<file path="src/psc_regs.vh">
`ifndef PSC_REGS_VH
`define PSC_REGS_VH

// ----------------------------------------------------------------
// Register offsets (byte addresses)
// ----------------------------------------------------------------
`define PSC_OFS_CTRL        4'h0
`define PSC_OFS_STATUS      4'h4
`define PSC_OFS_IRQ_STAT    4'h8
`define PSC_OFS_IRQ_MASK    4'hc

// ----------------------------------------------------------------
// Control word fields
// ----------------------------------------------------------------
`define PSC_CTRL_SW_MODE     0
`define PSC_CTRL_SEQ_MODE    1
`define PSC_CTRL_RANGE_A     2
`define PSC_CTRL_RANGE_B     3
`define PSC_CTRL_RANGE_C     4
`define PSC_CTRL_REF_LEVEL   18
`define PSC_CTRL_CLK_SOURCE  11
`define PSC_CTRL_BUSY_POL    20
`define PSC_CTRL_RESET       32'h0000_0000

// ----------------------------------------------------------------
// Interrupt status fields
// ----------------------------------------------------------------
`define PSC_IRQ_DONE         0
`define PSC_IRQ_PDOWN        1
`define PSC_IRQ_BLOCKED      2
`define PSC_IRQ_W            3

// ----------------------------------------------------------------
// Timing
// ----------------------------------------------------------------
`define PSC_CONV_HALF_EDGES  6'd37
`define PSC_INT_CLK_DIV      4'd2

`endif

</file>
<file path="src/psc_conv_ctrl.v">
// Decided for this implementation: the register addresses and register access over Wishbone.
`timescale 1ns/1ps
`include "psc_regs.vh"

module psc_conv_ctrl #(
	parameter CONV_HALF_EDGES = `PSC_CONV_HALF_EDGES,
	parameter INT_CLK_DIV     = `PSC_INT_CLK_DIV
) (
	input  wire        clk_sys_i,
	input  wire        rst_i,
	input  wire        wb_cyc_i,
	input  wire        wb_stb_i,
	input  wire        wb_we_i,
	input  wire [3:0]  wb_adr_i,
	input  wire [3:0]  wb_sel_i,
	input  wire [31:0] wb_dat_i,
	output reg  [31:0] wb_dat_o,
	output reg         wb_ack_o,
	input  wire [2:0]  pair_sample_start_i,
	input  wire        external_conversion_clock_i,
	input  wire        range_pin_i,
	output wire        busy_o,
	output reg  [2:0]  pair_hold_o,
	output reg  [2:0]  pair_precharge_o,
	output reg  [2:0]  pair_power_down_o,
	output reg  [2:0]  pair_range_o,
	output reg         reference_level_o,
	output reg         conv_clock_tick_o,
	output reg         results_load_o,
	output wire        irq_o
);

	// ----------------------------------------------------------------
	// Input synchronisers
	// ----------------------------------------------------------------
	// Only the second stage of each synchroniser feeds logic; the first may be metastable.
	reg [2:0] start_meta;
	reg [2:0] start_sync;
	reg [2:0] start_prev;
	reg       external_conversion_clock_meta;
	reg       external_conversion_clock_sync;
	reg       external_conversion_clock_prev;
	reg       range_meta;
	reg       range_sync;

	always @(posedge clk_sys_i) begin
		if (rst_i) begin
			start_meta <= 3'h0;
			start_sync <= 3'h0;
			start_prev <= 3'h0;
			external_conversion_clock_meta  <= 1'h0;
			external_conversion_clock_sync  <= 1'h0;
			external_conversion_clock_prev  <= 1'h0;
			range_meta <= 1'h0;
			range_sync <= 1'h0;
		end else begin
			start_meta <= pair_sample_start_i;
			start_sync <= start_meta;
			start_prev <= start_sync;
			external_conversion_clock_meta  <= external_conversion_clock_i;
			external_conversion_clock_sync  <= external_conversion_clock_meta;
			external_conversion_clock_prev  <= external_conversion_clock_sync;
			range_meta <= range_pin_i;
			range_sync <= range_meta;
		end
	end

	// ----------------------------------------------------------------
	// Registers
	// ----------------------------------------------------------------
	reg  [31:0]             control_word;
	reg  [`PSC_IRQ_W-1:0]   irq_stat;
	reg  [`PSC_IRQ_W-1:0]   irq_mask;
	wire                    sw_mode  = control_word[`PSC_CTRL_SW_MODE];
	wire                    seq_mode = control_word[`PSC_CTRL_SEQ_MODE];
	wire                    busy_pol = control_word[`PSC_CTRL_BUSY_POL];
	wire                    use_external_conversion_clock = sw_mode & control_word[`PSC_CTRL_CLK_SOURCE];
	// A request is taken once; the registered ack masks it in the following cycle.
	wire                    wb_req   = wb_cyc_i & wb_stb_i & ~wb_ack_o;

	function [31:0] psc_merge;
		input [31:0] old_v;
		input [31:0] new_v;
		input [3:0]  sel;
		integer      k;
		begin
			psc_merge = old_v;
			for (k = 0; k < 4; k = k + 1) begin
				if (sel[k]) begin
					psc_merge[k*8 +: 8] = new_v[k*8 +: 8];
				end
			end
		end
	endfunction

	// ----------------------------------------------------------------
	// Conversion clock selection
	// ----------------------------------------------------------------
	reg  [3:0] int_div;
	reg        int_tick;
	// Both edges of the external clock count, so each stands for one half cycle.
	// The internal divider gives one edge every INT_CLK_DIV system clocks.
	wire       external_conversion_clock_edge = external_conversion_clock_sync ^ external_conversion_clock_prev;

	always @(posedge clk_sys_i) begin
		if (rst_i) begin
			int_div  <= 4'h0;
			int_tick <= 1'b0;
		end else if (int_div == INT_CLK_DIV - 4'd1) begin
			int_div  <= 4'h0;
			int_tick <= 1'b1;
		end else begin
			int_div  <= int_div + 4'd1;
			int_tick <= 1'b0;
		end
	end

	// Each tick is one conversion clock edge (half cycle); a stopped external clock gives none.
	wire conv_edge = use_external_conversion_clock ? external_conversion_clock_edge : int_tick;

	// ----------------------------------------------------------------
	// Conversion sequencer
	// ----------------------------------------------------------------
	localparam ST_IDLE  = 2'b00;
	localparam ST_ARMED = 2'b01;
	localparam ST_CONV  = 2'b10;
	localparam ST_GAP   = 2'b11;
	localparam [2:0] ALL_PAIRS = 3'h7;

	reg  [1:0] state;
	reg  [5:0] edge_cnt;
	reg  [2:0] active;
	reg        busy;
	reg        busy_prev;
	wire [2:0] rise = start_sync & ~start_prev;
	wire [2:0] fall = ~start_sync & start_prev;
	wire       any_rise = |rise;
	wire [2:0] trig = (sw_mode & ~seq_mode) ? {3{rise[0]}} : rise;
	wire       start_ok = (state == ST_IDLE) | (state == ST_GAP) | seq_mode;
	wire       launch = (|trig) & start_ok & ~(busy & ~seq_mode);
	// A refused start is reported so that software can see a lost trigger.
	wire       blocked = any_rise & ~launch;
	wire [2:0] dropped = fall & active & {3{busy}};

	always @(posedge clk_sys_i) begin
		if (rst_i) begin
			state             <= ST_IDLE;
			edge_cnt          <= 6'h0;
			active            <= 3'h0;
			busy              <= 1'b0;
			pair_hold_o       <= 3'h0;
			pair_precharge_o  <= 3'h0;
			conv_clock_tick_o <= 1'b0;
			results_load_o    <= 1'b0;
		end else begin
			conv_clock_tick_o <= conv_edge & busy;
			results_load_o    <= 1'b0;
			active            <= active & ~dropped;
			// A launch restarts the count; in sequential mode it may cut a running conversion short.
			if (launch) begin
				busy              <= 1'b1;
				active            <= trig;
				pair_hold_o       <= trig;
				pair_precharge_o  <= 3'h0;
				edge_cnt          <= 6'h0;
				state             <= ST_ARMED;
			end else begin
				case (state)
					ST_IDLE: begin
						pair_precharge_o <= ALL_PAIRS;
						pair_hold_o      <= 3'h0;
					end
					ST_ARMED: begin
						if (conv_edge) begin
							state <= ST_CONV;
						end
					end
					ST_CONV: begin
						if (conv_edge) begin
							edge_cnt <= edge_cnt + 6'd1;
							// The arm edge plus CONV_HALF_EDGES - 1 counted edges make up the conversion.
							if (edge_cnt == CONV_HALF_EDGES - 6'd2) begin
								results_load_o <= 1'b1;
								busy           <= 1'b0;
								pair_hold_o    <= 3'h0;
								pair_precharge_o <= active;
								state          <= seq_mode ? ST_GAP : ST_IDLE;
							end
						end
					end
					ST_GAP: begin
						state <= ST_IDLE;
					end
					default: begin
						state <= ST_IDLE;
					end
				endcase
			end
		end
	end

	// ----------------------------------------------------------------
	// Partial power-down
	// ----------------------------------------------------------------
	// A pair that loses its start mid-conversion stays powered down until it is launched again.
	// A refused start leaves the flag alone, so a blocked edge cannot wake the pair.
	always @(posedge clk_sys_i) begin
		if (rst_i) begin
			pair_power_down_o <= 3'h0;
		end else begin
			pair_power_down_o <= (pair_power_down_o | dropped) & ~(trig & {3{launch}});
		end
	end

	// ----------------------------------------------------------------
	// Range and reference outputs
	// ----------------------------------------------------------------
	wire busy_fell = busy_prev & ~busy;

	always @(posedge clk_sys_i) begin
		if (rst_i) begin
			busy_prev         <= 1'b0;
			pair_range_o      <= 3'h0;
			reference_level_o <= 1'b0;
		end else begin
			busy_prev         <= busy;
			reference_level_o <= control_word[`PSC_CTRL_REF_LEVEL];
			// Software mode applies the range bits at once; hardware mode latches the pin at busy fall only while the polarity bit is clear.
			if (sw_mode) begin
				pair_range_o <= control_word[`PSC_CTRL_RANGE_C:`PSC_CTRL_RANGE_A];
			end else if (busy_fell & ~busy_pol) begin
				pair_range_o <= {3{range_sync}};
			end
		end
	end

	// The polarity bit flips the pin sense and, when set, stops the hardware-mode range latch; internal logic always uses the true busy.
	assign busy_o = busy ^ busy_pol;

	// ----------------------------------------------------------------
	// Wishbone slave and interrupts
	// ----------------------------------------------------------------
	wire [`PSC_IRQ_W-1:0] irq_set = {blocked, |dropped, busy_fell};
	wire                  rd_stat = wb_req & ~wb_we_i & (wb_adr_i == `PSC_OFS_IRQ_STAT);

	always @(posedge clk_sys_i) begin
		if (rst_i) begin
			control_word <= `PSC_CTRL_RESET;
			irq_stat     <= {`PSC_IRQ_W{1'b0}};
			irq_mask     <= {`PSC_IRQ_W{1'b0}};
			wb_ack_o     <= 1'b0;
			wb_dat_o     <= 32'h0000_0000;
		end else begin
			wb_ack_o <= wb_req;
			// A read clears the status, but an event in the same cycle still sets its bit.
			irq_stat <= (rd_stat ? {`PSC_IRQ_W{1'b0}} : irq_stat) | irq_set;
			if (wb_req & wb_we_i) begin
				case (wb_adr_i)
					`PSC_OFS_CTRL: begin
						control_word <= psc_merge(control_word, wb_dat_i, wb_sel_i);
					end
					`PSC_OFS_IRQ_MASK: begin
						irq_mask <= wb_sel_i[0] ? wb_dat_i[`PSC_IRQ_W-1:0] : irq_mask;
					end
					default: begin
					end
				endcase
			end
			// Status word: power-down flags, active pairs, sequencer state and busy.
			if (wb_req & ~wb_we_i) begin
				case (wb_adr_i)
					`PSC_OFS_CTRL:     wb_dat_o <= control_word;
					`PSC_OFS_STATUS:   wb_dat_o <= {19'h0, pair_power_down_o, 3'h0, active, 1'b0, state, busy};
					`PSC_OFS_IRQ_STAT: wb_dat_o <= {29'h0, irq_stat};
					`PSC_OFS_IRQ_MASK: wb_dat_o <= {29'h0, irq_mask};
					default:           wb_dat_o <= 32'h0000_0000;
				endcase
			end
		end
	end

	assign irq_o = |(irq_stat & irq_mask);

endmodule

</file>
<file path="config.mk">
export PLATFORM = sky130hd
export DESIGN_NAME = psc_conv_ctrl
export DESIGN_NICKNAME = d
export VERILOG_FILES = /design/src/psc_conv_ctrl.v
export VERILOG_INCLUDE_DIRS = /design/src
export SDC_FILE = /design/constraint.sdc
export NUM_CORES = 1
export LEC_CHECK = 0
export BUFFER_PORTS_ARGS = -buffer_cell sky130_fd_sc_hd__buf_2
export CAP_MARGIN = 0
export CORE_UTILIZATION = 30
export CTS_CLUSTER_SIZE = 14
export DETAILED_ROUTE_END_ITERATION = 16
export SYNTH_ARGS = -nofsm -noshare
export SYNTH_HDL_FRONTEND = slang
export SYNTH_SLANG_ARGS = --single-unit
</file>
<file path="constraint.sdc">
create_clock -name clk_sys_i -period 2 [get_ports clk_sys_i]
set_input_delay 0.2 -clock clk_sys_i [delete_from_list [all_inputs] [get_ports clk_sys_i]]
set_output_delay 0.2 -clock clk_sys_i [all_outputs]
set_load 0.02 [all_outputs]
</file>
==> reports/qor.yml <==
outcome:
  outcome: "finished, violations left"
  violations: "design-rule violations"
cells_and_area:
  drive_gt1_frac: 0.2524
  num-nets-final: 663
  fill_cells: 1524
  syn2layout_area_growth_pct: 28.85
  final_common_cell: "dfxtp_1"
  postLayoutCellArea_mm2: 0.005918
  final_cells: 802
  multi_input_area_mm2: 0.002068
  final_cell_mix: "116 x dfxtp_1, 98 x buf_2, 65 x nor2_1, 46 x a21oi_1, 44 x mux2i_1"
  diodes: 0
  seq_area_mm2: 0.002365
placement:
  portBuffers: 99
  placed_cells: 767
  finalWeightedCongestion: 0.9554
  place_area_mm2: 0.005350
  dpl.hpwl_um: 8705
logic_synthesis:
  synth_seq_cells: 118
  syn_inst: 493
  synth_area_mm2: 0.004593
  synth_cell_type_count: 49
  yosysSeqAreaShare: 0.5143
  synth_ff_type: "dfxtp_1"
  synthArstFlopShare: 0
  ys_warn_count: 0
  postSynthAreaPerCell_um2: 9.317
  synthTopCellsByArea: "dfxtp_1 51%, mux2i_1 9.6%, nor2_1 5.4%"
  synth_nets: 551
  synth_top_area_share: 0.5143
  synth_edf_count: 0
  synth.largest_area_cell: "dfxtp_1"
sta:
  whs_ps: 13.67
  slew_violations: 0
  period_needed_ps: 1862
  setup_violations: 0
  hold_viol: 0
  slew_headroom: 0.6916
  tightest_slew_ps: 456.3
  grt_setup_unrepaired: "false"
  finClkSkew_ps: 5.146
  fin_crit_sh: 0.9311
  fmax_mhz: 537.0
  fin_setup_tns_ps: 0
global_routing:
  grt_max_degree: 41
  overflow: 0
  antenna_found_initial: 0
  grt_usage: 0.1576
  grt_pass1_vias: 3826
  grt_pass1_wl_um: 19180
job:
  maxCapViolCount: 0
clocking:
  cts_sinks: 118
  clock_latency_ps: 410
  cts_tree: "built"
  path_clk_slew_ps: 50
  clockRootBuffer: "clkbuf_16"
  clockBufferDepth: 2
  cts_buffers: 17
  h-tree-depth: 4
setup_path:
  critPathMaxStageDelay_ps: 360
  crit_path_frequent_cell: "inv_1"
  critPathTopFamily: "compound AO/OA/AOI/OAI gates"
  cp_slowest_cell: "or2_1"
  path_max_fanout: 10
  cp_num_buf_inv: 2
  path_cells: "inv_1 > ha_1 > inv_1 > a311o_1 > or2_1 > o21a_1 > a21oi_2"
  crit_arrival_ps: 2200
  required_ps: 2330
  crit_path_start_kind: "register"
  endpoint_kind: "register"
  critPathKind: "register to register"
floorplan:
  die_area_mm2: 0.01581
  die_w_um: 125.7
  die_y_um: 125.7
  num_rows: 44
  io_pins: 100
  initial_core_util: 0.3113
  coreArea_mm2: 0.01475
routing:
  routedWlPerCell_um: 15.02
  drtIter0Drc: 306
  dr.pass1.iters: 13
  route.detailed.drc: 1
  ant_nets: 0
  wirelength_um: 12050
  num_vias: 3882
  viasPerCell: 4.840
min_path:
  worstHoldPathType: "primary input to register"
pwr:
  max-vdd-ir-drop_mv: 0.4869
  leakagePower_nw: 2.655
  p_per_area_mw_per_mm2: 1004
[where the power goes]
group / switching [mW] / internal, mW / total [mW]
logic: 0.426 / 0.281 / 0.707
clock network: 0.968 / 1.74 / 2.71
registers: 0.0717 / 2.46 / 2.53
total: 1.46 / 4.48 / 5.94
[synthesized netlist by cell type, types with 2 or more instances]
cell type,number
nand2b_1,3
dfxtp_1,118
ha_1,8
nor3_1,15
a21oi_1,46
o21ai_0,5
nand2_1,39
inv_1,13
nor2_1,66
buf_1,3
or3_1,3
nand4b_1,4
a22oi_1,3
clkbuf_1,21
xor2_1,2
mux2i_1,44
o21a_1,3
o211ai_1,2
nand3_1,33
a311oi_1,2
o22ai_1,3
nor2b_1,24
xnor2_1,4
buf_6,2
mux4_2,3
[timing repair]
item | in CTS | in global routing
endpoints found under the hold margin | 3 | 0
resized for setup | 0 | 2
setup endpoints to repair | 0 | 4
hold buffers | 3 | 0
setup buffers | 0 | 0
[worst paths after layout]
check                                            start       endpoint  slack [ps]  cells past startpoint
worst max register to register                state[0]       state[0]         140                      7
worst max-delay path                          state[0]       state[0]         140                      7
worst min register to register              range_meta     range_sync         430                      1
worst min-delay path            pair_sample_start_i[0]  start_meta[0]          10                      2
[cells by family after synthesis]
| kind of cell | Yosys count | synth area share |
|---|---|---|
| AND/OR/NAND/NOR | 198 | 0.2065 |
| flip-flops | 118 | 0.5143 |
| AO/OA/AOI/OAI | 74 | 0.09507 |
| multiplexers | 48 | 0.1130 |
| buffers and inverters | 41 | 0.03787 |
| adder cells (fa/ha/maj) | 8 | 0.02179 |
| XOR/XNOR | 6 | 0.01144 |
[layout make-up]
type | count | share of cell area
clock buffers | 29 | 0.08795
multi-input cells | 334 | 0.3495
inverters | 13 | 0.008245
repair buffers | 121 | 0.1133
clock inverters | 3 | 0.002537
flip-flops and latches | 118 | 0.3996
well taps | 184 | 0.03890
[metrics by stage]
| step | worst slack, ps | power [mW] | utilization |
|---|---|---|---|
| floorplan | 104.7 | 3.000 | - |
| global placement | 145.5 | 3.248 | 0.3626 |
| detailed placement | 123.2 | 3.274 | 0.3626 |
| CTS | 100.9 | 6.001 | 0.4010 |
| global route | 27.23 | 6.202 | 0.4011 |
| finish | 137.8 | 5.942 | 0.4011 |
[sequential cells by signal, indices dropped and copies added (netlist names), 4 cells and up]
name / count
wb_dat_o: 32
edge_cnt: 6
control_word: 32
int_div: 4
[routing by layer]
layer  GRT usage  share of wire  wire length (µm)
met3     0.06585          0.069               832
met5           0              0                 0
met1      0.1854           0.44              5290
met2      0.2601           0.49              5854
met4     0.04961         0.0059                71
[worst reg2reg max path, delay by kind of cell, from the launching register on]
| family | cells | cell delay [ps] |
|---|---|---|
| buf+inv | 2 | 190 |
| flops | 1 | 340 |
| compound gates | 3 | 660 |
| simple gates | 1 | 360 |
| fa+ha+maj | 1 | 240 |
Note: power is estimated with default switching activity, not from simulation.
